**src/spcu_pkg.sv**
```systemverilog
package spcu_pkg;
    // clock and line rates
    localparam int unsigned SPCU_CLK_HZ = 100_000_000;
    localparam int unsigned SPCU_BAUD_4800 = 4800;
    localparam int unsigned SPCU_BAUD_9600 = 9600;
    localparam int unsigned SPCU_BAUD_19200 = 19200;
    localparam int unsigned SPCU_BAUD_38400 = 38400;
    // cycles per bit, rounded down
    localparam logic [15:0] SPCU_DIV_4800 = 16'(SPCU_CLK_HZ / SPCU_BAUD_4800);
    localparam logic [15:0] SPCU_DIV_9600 = 16'(SPCU_CLK_HZ / SPCU_BAUD_9600);
    localparam logic [15:0] SPCU_DIV_19200 =
        16'(SPCU_CLK_HZ / SPCU_BAUD_19200);
    localparam logic [15:0] SPCU_DIV_38400 =
        16'(SPCU_CLK_HZ / SPCU_BAUD_38400);
    // character frame: start, eight data, no parity, one stop
    localparam int unsigned SPCU_DATA_BITS = 8;
    localparam int unsigned SPCU_STOP_BITS = 1;
    localparam int unsigned SPCU_FRAME_BITS =
        1 + SPCU_DATA_BITS + SPCU_STOP_BITS;
    localparam int unsigned SPCU_GAP_BITS = 2;
    localparam logic [2:0] SPCU_LAST_BIT = 3'(SPCU_DATA_BITS - 1);
    localparam logic [3:0] SPCU_PACE_BITS =
        4'(SPCU_FRAME_BITS + SPCU_GAP_BITS);
    // rates and serial states
    typedef enum logic [1:0] {
        SPCU_R4800 = 2'h0,
        SPCU_R9600 = 2'h1,
        SPCU_R19200 = 2'h2,
        SPCU_R38400 = 2'h3
    } spcu_rate_e;
    typedef enum logic [1:0] {
        SPCU_SER_IDLE = 2'h0,
        SPCU_SER_START = 2'h1,
        SPCU_SER_DATA = 2'h3,
        SPCU_SER_STOP = 2'h2
    } spcu_ser_e;
    localparam spcu_rate_e SPCU_HOST_RST_RATE = SPCU_R9600;
    localparam spcu_rate_e SPCU_AUX_RST_RATE = SPCU_R9600;
    // rate switch positions
    localparam int unsigned SPCU_SW_9K6 = 0;
    localparam int unsigned SPCU_SW_19K2 = 1;
    localparam int unsigned SPCU_SW_38K4 = 2;
    // unit identity
    localparam logic [3:0] SPCU_ID_MIN = 4'h1;
    localparam logic [3:0] SPCU_ID_MAX = 4'h9;
    localparam logic [3:0] SPCU_ID_DEFAULT = 4'h1;
    localparam logic [3:0] SPCU_BOOT_CYCLES = 4'h8;
    // register port
    typedef logic [3:0] spcu_addr_t;
    typedef logic [7:0] spcu_data_t;
    localparam spcu_addr_t SPCU_REG_CTRL = 4'h0;
    localparam spcu_addr_t SPCU_REG_STATUS = 4'h1;
    localparam spcu_addr_t SPCU_REG_AUX_RATE = 4'h2;
    localparam spcu_addr_t SPCU_REG_UNIT_ID = 4'h3;
    localparam spcu_addr_t SPCU_REG_HOST_DATA = 4'h4;
    localparam spcu_addr_t SPCU_REG_AUX_DATA = 4'h5;
    localparam spcu_addr_t SPCU_REG_PORT_STAT = 4'h6;
    localparam int unsigned SPCU_CTRL_LOAD = 0;
    localparam int unsigned SPCU_CTRL_IDRST = 1;
    localparam int unsigned SPCU_CTRL_CLRERR = 2;
    // ports and synchronised pin vector
    localparam int unsigned SPCU_PORTS = 2;
    localparam int unsigned SPCU_HOST = 0;
    localparam int unsigned SPCU_AUX = 1;
    localparam int unsigned SPCU_IN_W = 11;
    localparam int unsigned SPCU_IN_BAUD = 0;
    localparam int unsigned SPCU_IN_HMODE = 3;
    localparam int unsigned SPCU_IN_AJMP = 4;
    localparam int unsigned SPCU_IN_ID = 5;
    localparam int unsigned SPCU_IN_HRX = 9;
    localparam int unsigned SPCU_IN_ARX = 10;
    localparam logic [10:0] SPCU_IN_RST = 11'h600;
endpackage

```
**src/spcu_sync.sv**
```systemverilog
`timescale 1ns/1ps
module spcu_sync #(
    parameter int W = 1,
    parameter logic [W-1:0] RST = '0
) (
    // clock and reset
    input wire logic clk,
    input wire logic rst_n,
    // pins and filtered copy
    input wire logic [W-1:0] d,
    output logic [W-1:0] q
);
    typedef struct packed {
        logic [W-1:0] m1;
        logic [W-1:0] m2;
        logic [W-1:0] m3;
        logic [W-1:0] q;
    } spcu_sync_s;

    spcu_sync_s st;
    spcu_sync_s nxt;
    logic [W-1:0] differ;

    // m1 feeds m2 only; a bit moves once m2 and m3 agree
    assign differ = st.m2 ^ st.m3;

    always_comb begin
        nxt = st;
        nxt.m1 = d;
        nxt.m2 = st.m1;
        nxt.m3 = st.m2;
        nxt.q = (st.m2 & ~differ) | (st.q & differ);
    end

    always_ff @(posedge clk or negedge rst_n) begin
        if (!rst_n) begin
            st <= {RST, RST, RST, RST};
        end else begin
            st <= nxt;
        end
    end

    assign q = st.q;
endmodule

```
**src/spcu_pacer.sv**
```systemverilog
`timescale 1ns/1ps
module spcu_pacer (
    // clock and reset
    input wire logic clk,
    input wire logic rst_n,
    // control
    input wire logic en,
    input wire logic start,
    input wire logic [15:0] div,
    // hold-off toward the transmitter
    output logic hold
);
    import spcu_pkg::*;

    typedef struct packed {
        logic [15:0] cyc;
        logic [3:0] bits;
    } spcu_pace_s;

    spcu_pace_s st;
    spcu_pace_s nxt;

    // counts one frame plus idle bits from the moment a character is taken
    always_comb begin
        nxt = st;
        if (!en) begin
            nxt = '0;
        end else if (start) begin
            nxt.bits = SPCU_PACE_BITS;
            nxt.cyc = div - 16'h1;
        end else if (st.bits != '0) begin
            if (st.cyc != '0) begin
                nxt.cyc = st.cyc - 16'h1;
            end else begin
                nxt.cyc = div - 16'h1;
                nxt.bits = st.bits - 4'h1;
            end
        end
    end

    always_ff @(posedge clk or negedge rst_n) begin
        if (!rst_n) begin
            st <= '0;
        end else begin
            st <= nxt;
        end
    end

    assign hold = st.bits != '0;
endmodule

```
**src/spcu_top.sv**
```systemverilog
// Overview of operation
// [RL1] Host rate switches pick 9600, 19200 or 38400 baud, 9600 default.
// [RL2] With every host rate switch off the host port runs at 4800 baud.
// [RL3] Rate switches are sampled once after power-up and then ignored.
// [RL4] Host characters use eight data bits, no parity and one stop bit.
// [RL5] Host line mode is RS-232 unless its selector says RS-485.
// [RL6] Auxiliary line mode is RS-485 unless the board jumper picks RS-232.
// [RL7] Auxiliary port starts at 9600 and changes only by the rate command.
// [RL8] Auxiliary characters use the same eight-none-one framing.
// [RL9] The host addresses up to nine units, each with a distinct identity.
// [RL10] Unit identity is 1 to 9 and falls back to 1.
// [RL11] Identity is captured at power-up and on a reset command, else held.
// [RL12] Hosts without a receive buffer must keep up or see overrun errors.
// [RL13] In program load mode host characters never go out back to back.
// [RL14] Each port's latched rate times both its transmitter and receiver.
`timescale 1ns/1ps
module spcu_top #(
    parameter logic [15:0] DIV_4800 = spcu_pkg::SPCU_DIV_4800,
    parameter logic [15:0] DIV_9600 = spcu_pkg::SPCU_DIV_9600,
    parameter logic [15:0] DIV_19200 = spcu_pkg::SPCU_DIV_19200,
    parameter logic [15:0] DIV_38400 = spcu_pkg::SPCU_DIV_38400
) (
    // clock and reset
    input wire logic CLOCK,
    input wire logic RESET_N,
    // register port
    input wire spcu_pkg::spcu_addr_t REG_ADDR,
    input wire spcu_pkg::spcu_data_t REG_WDATA,
    input wire logic REG_WR,
    input wire logic REG_RD,
    output spcu_pkg::spcu_data_t REG_RDATA,
    // switches and jumpers
    input wire logic [2:0] HOST_BAUD_SW,
    input wire logic HOST_MODE_SW,
    input wire logic AUX_MODE_JMP,
    input wire logic [3:0] UNIT_ID_SW,
    // serial lines
    input wire logic HOST_RXD,
    output logic HOST_TXD,
    input wire logic AUX_RXD,
    output logic AUX_TXD,
    // configuration out
    output logic HOST_RS485,
    output logic AUX_RS485,
    output logic [3:0] UNIT_ID,
    output spcu_pkg::spcu_rate_e HOST_RATE,
    output spcu_pkg::spcu_rate_e AUX_RATE
);
    import spcu_pkg::*;

    typedef struct packed {
        logic [3:0] boot_cnt;
        logic boot_done;
        spcu_rate_e host_rate;
        spcu_rate_e aux_rate;
        logic [3:0] unit_id;
        logic host_485;
        logic aux_485;
        logic load_mode;
        logic [1:0][7:0] tx_buf;
        logic [1:0] tx_pend;
        spcu_ser_e [1:0] tx_st;
        logic [1:0][15:0] tx_cnt;
        logic [1:0][2:0] tx_bit;
        logic [1:0][7:0] tx_sh;
        logic [1:0] txd;
        spcu_ser_e [1:0] rx_st;
        logic [1:0][15:0] rx_cnt;
        logic [1:0][2:0] rx_bit;
        logic [1:0][7:0] rx_sh;
        logic [1:0][7:0] rx_buf;
        logic [1:0] rx_full;
        logic [1:0] ovr;
        logic [1:0] ferr;
        spcu_data_t rdata;
    } spcu_top_s;

    spcu_top_s st;
    spcu_top_s nxt;
    logic [SPCU_IN_W-1:0] pins;
    logic [SPCU_IN_W-1:0] in_q;
    logic [1:0][15:0] div;
    logic [1:0] rxd;
    logic [1:0] take;
    logic [1:0] wr_data;
    logic [1:0] rd_data;
    logic pace_hold;
    logic wr_ctrl;

    function automatic spcu_rate_e rate_of(input logic [2:0] sw);
        spcu_rate_e r;
        if (sw[SPCU_SW_9K6]) begin
            r = SPCU_R9600;
        end else if (sw[SPCU_SW_19K2]) begin
            r = SPCU_R19200;
        end else if (sw[SPCU_SW_38K4]) begin
            r = SPCU_R38400;
        end else begin
            r = SPCU_R4800; // [RL2]
        end
        return r; // [RL1]
    endfunction

    function automatic logic [15:0] div_of(input spcu_rate_e r);
        logic [15:0] d;
        unique case (r)
            SPCU_R4800: d = DIV_4800;
            SPCU_R9600: d = DIV_9600;
            SPCU_R19200: d = DIV_19200;
            SPCU_R38400: d = DIV_38400;
        endcase
        return d;
    endfunction

    // out-of-range selector positions fall back to the first unit
    function automatic logic [3:0] id_of(input logic [3:0] sw);
        logic [3:0] id;
        id = SPCU_ID_DEFAULT;
        if (sw >= SPCU_ID_MIN && sw <= SPCU_ID_MAX) begin
            id = sw;
        end
        return id; // [RL10]
    endfunction

    function automatic logic hit(input spcu_addr_t a);
        return REG_ADDR == a;
    endfunction

    assign pins = {AUX_RXD, HOST_RXD, UNIT_ID_SW, AUX_MODE_JMP,
                   HOST_MODE_SW, HOST_BAUD_SW};

    spcu_sync #(
        .W(SPCU_IN_W),
        .RST(SPCU_IN_RST)
    ) u_sync (
        .clk(CLOCK),
        .rst_n(RESET_N),
        .d(pins),
        .q(in_q)
    );

    // one divisor per port serves both directions
    assign div[SPCU_HOST] = div_of(st.host_rate); // [RL14]
    assign div[SPCU_AUX] = div_of(st.aux_rate); // [RL14]
    assign rxd[SPCU_HOST] = in_q[SPCU_IN_HRX];
    assign rxd[SPCU_AUX] = in_q[SPCU_IN_ARX];
    assign wr_ctrl = REG_WR && hit(SPCU_REG_CTRL);
    assign wr_data[SPCU_HOST] = REG_WR && hit(SPCU_REG_HOST_DATA);
    assign wr_data[SPCU_AUX] = REG_WR && hit(SPCU_REG_AUX_DATA);
    assign rd_data[SPCU_HOST] = REG_RD && hit(SPCU_REG_HOST_DATA);
    assign rd_data[SPCU_AUX] = REG_RD && hit(SPCU_REG_AUX_DATA);

    // nothing leaves before the power-up rate is latched
    assign take[SPCU_HOST] = st.boot_done && st.tx_pend[SPCU_HOST] &&
        st.tx_st[SPCU_HOST] == SPCU_SER_IDLE && !pace_hold; // [RL13]
    assign take[SPCU_AUX] = st.boot_done && st.tx_pend[SPCU_AUX] &&
        st.tx_st[SPCU_AUX] == SPCU_SER_IDLE;

    spcu_pacer u_pacer (
        .clk(CLOCK),
        .rst_n(RESET_N),
        .en(st.load_mode),
        .start(take[SPCU_HOST]),
        .div(div[SPCU_HOST]),
        .hold(pace_hold)
    );

    always_comb begin
        nxt = st;
        nxt.rdata = '0;
        nxt.host_485 = in_q[SPCU_IN_HMODE]; // [RL5]
        nxt.aux_485 = ~in_q[SPCU_IN_AJMP]; // [RL6]

        // power-up capture waits for the synchroniser to settle
        if (!st.boot_done) begin
            if (st.boot_cnt == SPCU_BOOT_CYCLES) begin
                nxt.boot_done = 1'h1;
                nxt.host_rate = rate_of(in_q[SPCU_IN_BAUD +: 3]); // [RL3]
                nxt.unit_id = id_of(in_q[SPCU_IN_ID +: 4]); // [RL11]
            end else begin
                nxt.boot_cnt = st.boot_cnt + 4'h1;
            end
        end

        if (wr_ctrl) begin
            nxt.load_mode = REG_WDATA[SPCU_CTRL_LOAD];
            if (REG_WDATA[SPCU_CTRL_IDRST]) begin
                nxt.unit_id = id_of(in_q[SPCU_IN_ID +: 4]); // [RL11]
            end
            if (REG_WDATA[SPCU_CTRL_CLRERR]) begin
                nxt.ovr = '0;
                nxt.ferr = '0;
            end
        end
        if (REG_WR && hit(SPCU_REG_AUX_RATE)) begin
            nxt.aux_rate = spcu_rate_e'(REG_WDATA[1:0]); // [RL7]
        end

        for (int i = 0; i < SPCU_PORTS; i++) begin
            // a full buffer ignores further writes
            if (wr_data[i] && !st.tx_pend[i]) begin
                nxt.tx_buf[i] = REG_WDATA;
                nxt.tx_pend[i] = 1'h1;
            end

            unique case (st.tx_st[i])
                SPCU_SER_IDLE: begin
                    nxt.txd[i] = 1'h1;
                    if (take[i]) begin
                        nxt.tx_sh[i] = st.tx_buf[i];
                        nxt.tx_pend[i] = 1'h0;
                        nxt.tx_cnt[i] = div[i] - 16'h1;
                        nxt.txd[i] = 1'h0;
                        nxt.tx_st[i] = SPCU_SER_START;
                    end
                end
                SPCU_SER_START: begin
                    if (st.tx_cnt[i] != '0) begin
                        nxt.tx_cnt[i] = st.tx_cnt[i] - 16'h1;
                    end else begin
                        nxt.txd[i] = st.tx_sh[i][0];
                        nxt.tx_bit[i] = '0;
                        nxt.tx_cnt[i] = div[i] - 16'h1;
                        nxt.tx_st[i] = SPCU_SER_DATA;
                    end
                end
                SPCU_SER_DATA: begin
                    if (st.tx_cnt[i] != '0) begin
                        nxt.tx_cnt[i] = st.tx_cnt[i] - 16'h1;
                    end else begin
                        nxt.tx_cnt[i] = div[i] - 16'h1;
                        // no parity bit: stop follows the eighth bit
                        if (st.tx_bit[i] == SPCU_LAST_BIT) begin
                            nxt.txd[i] = 1'h1; // [RL4] [RL8]
                            nxt.tx_st[i] = SPCU_SER_STOP;
                        end else begin
                            nxt.tx_sh[i] = st.tx_sh[i] >> 1;
                            nxt.txd[i] = st.tx_sh[i][1];
                            nxt.tx_bit[i] = st.tx_bit[i] + 3'h1;
                        end
                    end
                end
                SPCU_SER_STOP: begin
                    if (st.tx_cnt[i] != '0) begin
                        nxt.tx_cnt[i] = st.tx_cnt[i] - 16'h1;
                    end else begin
                        nxt.tx_st[i] = SPCU_SER_IDLE; // [RL4] [RL8]
                    end
                end
            endcase

            // a read frees the buffer; a new character in that cycle wins
            if (rd_data[i]) begin
                nxt.rx_full[i] = 1'h0;
            end

            unique case (st.rx_st[i])
                SPCU_SER_IDLE: begin
                    if (!rxd[i]) begin
                        nxt.rx_cnt[i] = div[i] >> 1;
                        nxt.rx_st[i] = SPCU_SER_START;
                    end
                end
                SPCU_SER_START: begin
                    if (st.rx_cnt[i] != '0) begin
                        nxt.rx_cnt[i] = st.rx_cnt[i] - 16'h1;
                    end else if (rxd[i]) begin
                        nxt.rx_st[i] = SPCU_SER_IDLE;
                    end else begin
                        nxt.rx_bit[i] = '0;
                        nxt.rx_cnt[i] = div[i] - 16'h1;
                        nxt.rx_st[i] = SPCU_SER_DATA;
                    end
                end
                SPCU_SER_DATA: begin
                    if (st.rx_cnt[i] != '0) begin
                        nxt.rx_cnt[i] = st.rx_cnt[i] - 16'h1;
                    end else begin
                        nxt.rx_sh[i] = {rxd[i], st.rx_sh[i][7:1]};
                        nxt.rx_cnt[i] = div[i] - 16'h1;
                        if (st.rx_bit[i] == SPCU_LAST_BIT) begin
                            nxt.rx_st[i] = SPCU_SER_STOP; // [RL4] [RL8]
                        end else begin
                            nxt.rx_bit[i] = st.rx_bit[i] + 3'h1;
                        end
                    end
                end
                SPCU_SER_STOP: begin
                    if (st.rx_cnt[i] != '0) begin
                        nxt.rx_cnt[i] = st.rx_cnt[i] - 16'h1;
                    end else begin
                        // unread data is overwritten; the flag records it
                        if (st.rx_full[i] && !rd_data[i]) begin
                            nxt.ovr[i] = 1'h1; // [RL12]
                        end
                        if (!rxd[i]) begin
                            nxt.ferr[i] = 1'h1; // [RL4] [RL8]
                        end
                        nxt.rx_buf[i] = st.rx_sh[i];
                        nxt.rx_full[i] = 1'h1;
                        nxt.rx_st[i] = SPCU_SER_IDLE;
                    end
                end
            endcase
        end

        // read data stand in the cycle after the strobe only
        if (REG_RD) begin
            unique case (REG_ADDR)
                SPCU_REG_CTRL: begin
                    nxt.rdata = {7'h00, st.load_mode};
                end
                SPCU_REG_STATUS: begin
                    nxt.rdata = {st.boot_done, st.load_mode, st.aux_485,
                                 st.host_485, st.aux_rate, st.host_rate};
                end
                SPCU_REG_AUX_RATE: begin
                    nxt.rdata = {6'h00, st.aux_rate};
                end
                SPCU_REG_UNIT_ID: begin
                    nxt.rdata = {4'h0, st.unit_id};
                end
                SPCU_REG_HOST_DATA: begin
                    nxt.rdata = st.rx_buf[SPCU_HOST];
                end
                SPCU_REG_AUX_DATA: begin
                    nxt.rdata = st.rx_buf[SPCU_AUX];
                end
                SPCU_REG_PORT_STAT: begin
                    nxt.rdata = {st.ferr[1], st.ovr[1], st.rx_full[1],
                                 st.tx_pend[1], st.ferr[0], st.ovr[0],
                                 st.rx_full[0], st.tx_pend[0]};
                end
                default: begin
                    nxt.rdata = '0;
                end
            endcase
        end
    end

    always_ff @(posedge CLOCK or negedge RESET_N) begin
        if (!RESET_N) begin
            st <= '0;
            st.txd <= '1;
            st.host_rate <= SPCU_HOST_RST_RATE;
            st.aux_rate <= SPCU_AUX_RST_RATE; // [RL7]
            st.unit_id <= SPCU_ID_DEFAULT; // [RL10]
            st.aux_485 <= 1'h1;
        end else begin
            st <= nxt;
        end
    end

    assign REG_RDATA = st.rdata;
    assign HOST_TXD = st.txd[SPCU_HOST];
    assign AUX_TXD = st.txd[SPCU_AUX];
    assign HOST_RS485 = st.host_485;
    assign AUX_RS485 = st.aux_485;
    assign UNIT_ID = st.unit_id;
    assign HOST_RATE = st.host_rate;
    assign AUX_RATE = st.aux_rate;
endmodule

```
**config.mk**
```make
export PLATFORM = sky130hd
export DESIGN_NAME = spcu_top
export DESIGN_NICKNAME = d
export VERILOG_FILES = /design/src/spcu_pkg.sv /design/src/spcu_sync.sv /design/src/spcu_pacer.sv /design/src/spcu_top.sv
export SDC_FILE = /design/constraint.sdc
export NUM_CORES = 1
export LEC_CHECK = 0
export BUFFER_PORTS_ARGS = -buffer_cell sky130_fd_sc_hd__buf_2
export CORE_MARGIN = 8
export CORE_UTILIZATION = 50
export CTS_CLUSTER_SIZE = 10
export DETAILED_ROUTE_END_ITERATION = 8
export MAX_ROUTING_LAYER = met4
export PLACE_DENSITY = 0.63
export RECOVER_POWER = 25
export SYNTH_ARGS = -nofsm -noshare
export SYNTH_HDL_FRONTEND = slang
export SYNTH_HIERARCHICAL = 1
export SYNTH_SLANG_ARGS = --single-unit
```
**constraint.sdc**
```tcl
create_clock -name CLOCK -period 4.1 [get_ports CLOCK]
set_input_delay 0.41 -clock CLOCK [delete_from_list [all_inputs] [get_ports CLOCK]]
set_output_delay 0.41 -clock CLOCK [all_outputs]
set_load 0.03 [all_outputs]
```
==> Word level (Yosys, flattened, before mapping) <==
Index checks and enable logic that the tools add are counted.
{ "classes": {"n_shift": 0, "reduce_logical": 67, "bitwise": 10, "add_sub_neg": 13, "n_mux": 127, "n_eq_ne": 63, "div": 0, "order_cmp": 2, "mul": 0} }
{ "op_table": {"columns": ["op", "n"], "rows": [
  ["$mux W16", 17],
  ["$pmux W16 S4", 4],
  ["$sub A16 B1 Y16 const B", 7],
  ["$pmux W16 S3", 2],
  ["$reduce_bool A16 Y1", 5],
  ["$mux W20", 3],
  ["$ne A2 B2 Y1 const B", 29],
  ["$mux W8", 7],
  ["$pmux W8 S7", 1],
  ["$mux W2", 25],
  ["$mux W3", 16],
  ["$mux W1", 32],
  ["$mux W4", 8],
  ["$pmux W2 S4", 4],
  ["$pmux W8 S2", 2],
  ["$reduce_and A5 Y1", 6],
  ["$eq A2 B2 Y1 const B", 12],
  ["$pmux W3 S2", 4],
  ["$and A11 B11 Y11", 2],
  ["$reduce_and A2 Y1", 9],
  ["$logic_and A1 B1 Y1", 16],
  ["$reduce_and A4 Y1", 4],
  ["$add A3 B1 Y3 const B", 4],
  ["$eq A2 B1 Y1 const B", 6],
  ["other kinds (26)", 57]
]} }
{ "word_totals": {"elab_cells": 323, "ramBits": 0, "input_bits": 27, "latchBits": 0, "regBits": 246, "romBits": 0, "out_inout_bits": 20, "mem_count": 0} }

==> Longest topological paths before layout <==
{ "depth": {"ltp_word": 7, "ltp_mapped": 11, "ltp_nobuf": 11} }

==> By module <==
Netlist, hierarchy kept.
{ "by_module_without_submodules": {"columns": ["module", "seq_area_each_um2", "cells_each", "area_per_inst_um2", "instances"], "rows": [
  ["spcu_top", 4561.9, 1133, 10462.5, 1],
  ["spcu_pacer", 500.5, 185, 1616.6, 1],
  ["spcu_sync", 1111.1, 66, 1317.5, 1]
]} }

==> Least setup slack after synthesis <==
Ideal clock, no wire load.
{ "synth_path": {"path_type": "reg-to-reg", "startpoint": "register st (netlist bit HOST_RATE[0])", "endpoint": "register u_pacer/st[16] in the netlist's numbering", "setup_slack_ns": 1.042, "path_buffers": 1, "arrival_ns": 2.931, "path_stages_with_launch": 11, "required_ns": 3.973, "setup_time_ns": 0.127, "path_cell_list": "dfstp_2 > inv_1 > ha_1 > clkbuf_1 > nor2_1 > inv_1 > or4_4 > or3_4 > nor3_4 > xor2_1 > a221o_2"} }
{ "synth_lines": {"columns": ["item", "line", "text"], "rows": [
  ["start, declared", "spcu_top.sv:78", "spcu_top_s st;"],
  ["start signal, assigned", "spcu_top.sv:350", "st <= nxt;"],
  ["end signal, assigned", "spcu_pacer.sv:45", "st <= nxt;"],
  ["end, declared", "spcu_pacer.sv:20", "spcu_pace_s st;"]
]} }

==> Worst setup path after layout <==
{ "layout_path": {"startpoint": "register u_pacer/st[0] in the netlist's numbering", "endpoint": "register u_pacer/st[17] in the netlist's numbering"} }
{ "layout_between": {"elab_chain_cells": 5, "word_cells_on_any_way": 6} }
{ "layout_lines": {"columns": ["item", "line", "text"], "rows": [
  ["$reduce_bool A4 Y1 *", "spcu_pacer.sv:49", "assign hold = st.bits != '0;"],
  ["named net pace_hold", "spcu_top.sv:87", "logic pace_hold;"],
  ["$logic_not A1 Y1 *", "spcu_top.sv:155", "st.tx_st[SPCU_HOST] == SPCU_SER_IDLE && !pace_hold;"],
  ["$logic_and A1 B1 Y1 *", "spcu_top.sv:155", null],
  ["named net take[0]", "spcu_top.sv:84", "logic [1:0] take;"],
  ["$mux W20", "spcu_pacer.sv:28", "end else if (start) begin"],
  ["$mux W20", "spcu_pacer.sv:26", "if (!en) begin"]
]} }
Mark *: on every way through the listed nets, which the timed path passes. The rest lies on a longest branch.
A chain may end at the register's enable or synchronous reset.

==> run_results.csv <==
group,metric,value,unit
floorplan,rows,60,
cts,post_cts_buffers,0,
grt,grt_pass1_vias,10300,
grt,grt_usage,0.201,
logic_synthesis,synth_edf_count,0,
place,globalplace.congestion,0.873,
worst_setup_path,critical_path.max_stage_delay,0.47,ns
grt,grt_antenna_before_repair,0,
timing,rsz0062_at_grt,"no",
power_and_ir_drop,power_frac_clock,0.302,
timing,setup_tns,0,ns
power_and_ir_drop,switchingPower,2.69,mW
timing,fin_worst_skew,0.00944,ns
logic_synthesis,ys_ff_latch,246,
floorplan,initial_core_util,0.503,
power_and_ir_drop,internal_power,5.01,mW
worst_setup_path,arrival,3.66,ns
detailed_routing,firstDrtPassIters,6,
logic_synthesis,synth-main-ff-cell,"dfrtp_1",
detailed_routing,drc_errors,0,
final_layout,area_growth,9.52,%
cts,cts-htree-levels,1,
power_and_ir_drop,p_sw_frac,0.350,
floorplan,core_area,26700,sq um
worst_setup_path,cp.required,4.53,ns
cts,cts_tree,"built",
timing,clock.fmax,310,MHz
floorplan,dieArea,32300,sq um
worst_setup_path,startpoint_type,"flop",
power_and_ir_drop,pwr-share-seq,0.412,
worst_setup_path,crit_path_frequent_cell,"inv_1",
grt,grt_pass1_wl,53.8,mm
final_layout,fin_nets,1470,
detailed_routing,vias,10600,
worst_setup_path,critPathMaxFanout,14,
detailed_routing,routed_via_density,6.01,
timing,fin_crit,3.23,ns
final_layout,multiInputGateArea,6600,sq um
detailed_routing,wl_per_cell,18.1,um
cts,clk_pin_slew,0.06,ns
power_and_ir_drop,combinationalPowerShare,0.286,
timing,setup_viol,0,
worst_setup_path,critPathKind,"flop to flop",
logic_synthesis,syn_area_per_cell,9.68,sq um
cts,root_buffer,"clkbuf_16",
detailed_routing,antenna_left,0,
detailed_routing,drt-total-wl,32.0,mm
place,place_inst,1704,
power_and_ir_drop,power_density,525,nW/um^2
power_and_ir_drop,power.leakage,6.56,nW
place,io_buffer_count,46,
cts,cts_resized,0,
floorplan,fp.dieH,180,um
final_layout,antenna_cells,0,
grt,grt_max_degree,97,
floorplan,die_w,180,um
timing,post-route-period-util,0.788,
cts,clk_latency,0.54,ns
power_and_ir_drop,peakVddDrop,0.387,mV
run_status,status,"finished with violations",
cts,clock_path_buffers,3,
worst_hold_path,hp-class,"input port to flop",
final_layout,post-route-util,0.551,
place,post-dp-hpwl,22.2,mm
timing,relSlewSlack,-0.145,
worst_setup_path,crit_chain,"inv_1 -> ha_1 -> nor3b_1 -> inv_1 -> or3_1 -> clkinv_1 -> nor2b_1 -> nand2_1 -> o21ai_0 -> a221o_1",
final_layout,drive_above_1_share,0.135,
worst_setup_path,crit_path_top_delay_cell,"or3_1",
run,cap_violations,1,
final_layout,seqCellArea,6170,sq um
logic_synthesis,yosysWarnings,6,
worst_setup_path,endpoint_kind,"flop",
logic_synthesis,synth.distinct_cells,91,
timing,final_max_slew_viol_count,67,
power_and_ir_drop,power,7.70,mW
logic_synthesis,syn_inst,1384,
grt,grt-ovfl-total,0,
run_status,violations,"capacitance limit, slew limit",
cts,clkSinkCount,246,
timing,hold_viol,0,
timing,tightest_slew,1.72,ns
logic_synthesis,ys_seq_area_frac,0.461,
logic_synthesis,netlist_area,13400,sq um
final_layout,fill_cells,2382,
floorplan,io_pins,47,
logic_synthesis,ys_async_sr_fraction,1.00,
cts,cts_buffers,29,
final_layout,instances_no_fill,1767,
detailed_routing,drt_iter0_drc,864,
==> cells in the mapped netlist, drive strengths merged, types with 8 or more instances <==
master / count / area [sq um]
a221oi: 8 / 76.3
mux2i: 24 / 240
o31ai: 14 / 115
dfstp: 14 / 368
or2: 8 / 50.1
o22ai: 10 / 62.6
xnor2: 13 / 114
inv: 43 / 161
or4: 14 / 120
nand3: 20 / 100
ha: 37 / 463
nand2: 146 / 572
nand4: 8 / 50.1
a31oi: 14 / 87.6
nand2b: 8 / 50.1
clkbuf: 38 / 143
nor4: 25 / 208
a211oi: 8 / 60.1
nor3: 51 / 278
maj3: 11 / 124
nor2b: 11 / 68.8
a21oi: 94 / 470
a22oi: 23 / 173
nor2: 110 / 429
a22o: 22 / 201
buf: 46 / 308
dfrtp: 232 / 5810
nor3b: 10 / 75.1
o21ai: 140 / 719
xor2: 11 / 96.3
or3: 14 / 93.8
mux2: 48 / 571
==> kinds of logic after synthesis <==
| family | share of synthesized area |
|---|---|
| compound gates | 0.195 |
| xor+xnor | 0.0157 |
| fa+ha+maj | 0.0438 |
| buf+inv | 0.0462 |
| flops | 0.461 |
| mux | 0.0605 |
| other cells | 0.000280 |
| simple gates | 0.178 |
==> worst max-delay path, delay by kind of cell (launching register included) <==
family	cells	cell delay [ns]
adders and majority gates	1	0.16
DFF	1	0.42
AOI/OAI and AO/OA	2	0.55
and+or+nand+nor	4	1.44
buffers and inverters	3	0.55
==> path summary, 6_finish.rpt <==
kind | from | to | slack (ns) | cells past startpoint
max | u_pacer/st[0] | u_pacer/st[17] | 0.87 | 10
min | REG_WDATA[3] | st[161] | 0.12 | 2
max reg2reg | u_pacer/st[0] | u_pacer/st[17] | 0.87 | 10
min reg2reg | u_sync/nxt[23] | u_sync/nxt[12] | 0.34 | 0
max in group asynchronous | RESET_N | st[47] | 1.02 | 3
min in group asynchronous | RESET_N | st[133] | 0.87 | 2
==> timing repair <==
item                                    CTS  global route
endpoints found under the setup margin    0             0
hold buffers                             12             0
endpoints found under the hold margin    72             0
==> per-stage QoR <==
step | area (sq um) | hold slack [ns] | setup slack, ns
CTS | 14700 | 0.0976 | 0.889
floorplan | 13400 | 0.114 | 1.04
finish | 14700 | 0.121 | 0.870
detailed placement | 13700 | 0.336 | 0.906
global placement | 13700 | 0.331 | 0.983
global route | 14700 | 0.118 | 0.426
==> placed cells by master (no fill, tap or decap), types with 9 or more instances in the layout <==
cell	count
xor2_1	11
clkbuf_16	29
nor3b_1	10
nand3_1	20
o21ai_0	131
or3_1	12
mux2_2	40
nor4_1	21
or4_1	10
nor2_1	109
clkbuf_1	18
dfstp_2	9
a31oi_1	14
buf_4	13
ha_1	37
o22ai_1	10
xnor2_1	13
o31ai_1	12
maj3_1	9
buf_2	44
mux2i_1	24
a22o_1	21
inv_1	43
dlygate4sd3_1	12
a21oi_1	94
nor3_1	49
nor2b_1	11
a22oi_1	23
dfrtp_1	232
nand2_1	142
==> registers in the layout (all words and copies together), names as in the netlist, named ones only <==
register / cells
AUX_TXD: 1
u_sync/st: 11
UNIT_ID: 4
AUX_RS485: 1
u_pacer/st: 20
REG_RDATA: 8
AUX_RATE: 2
HOST_RS485: 1
HOST_RATE: 2
u_sync/nxt: 22
HOST_TXD: 1
st: 162
==> cell type report <==
| cell class | count | share of cell area |
|---|---|---|
| flip-flops and latches | 246 | 0.421 |
| inverters | 45 | 0.0115 |
| clock buffers | 49 | 0.0566 |
| clock inverters | 2 | 0.000938 |
| well taps | 341 | 0.0291 |
| multi-input cells | 1012 | 0.450 |
| repair buffers | 72 | 0.0310 |
==> power groups by stage <==
stage	Clock [mW]	Sequential (mW)	Combinational, mW
2_1_floorplan	0	3.09	1.69
3_3_place_gp	0	3.20	2.15
3_5_place_dp	0	3.21	2.19
4_1_cts	2.39	3.17	2.21
5_1_grt	2.47	3.24	2.48
6_report	2.32	3.17	2.20
==> metal layers <==
metal  GRT usage  wire length, um  vias to the layer above
met5           -                0                        -
met4      0.0427              529                        0
met3      0.0256             1610                       42
met2       0.305            14200                      312
met1       0.287            15600                     5169
li1            -                -                     5091
Note: power is estimated with default switching activity, not from simulation.
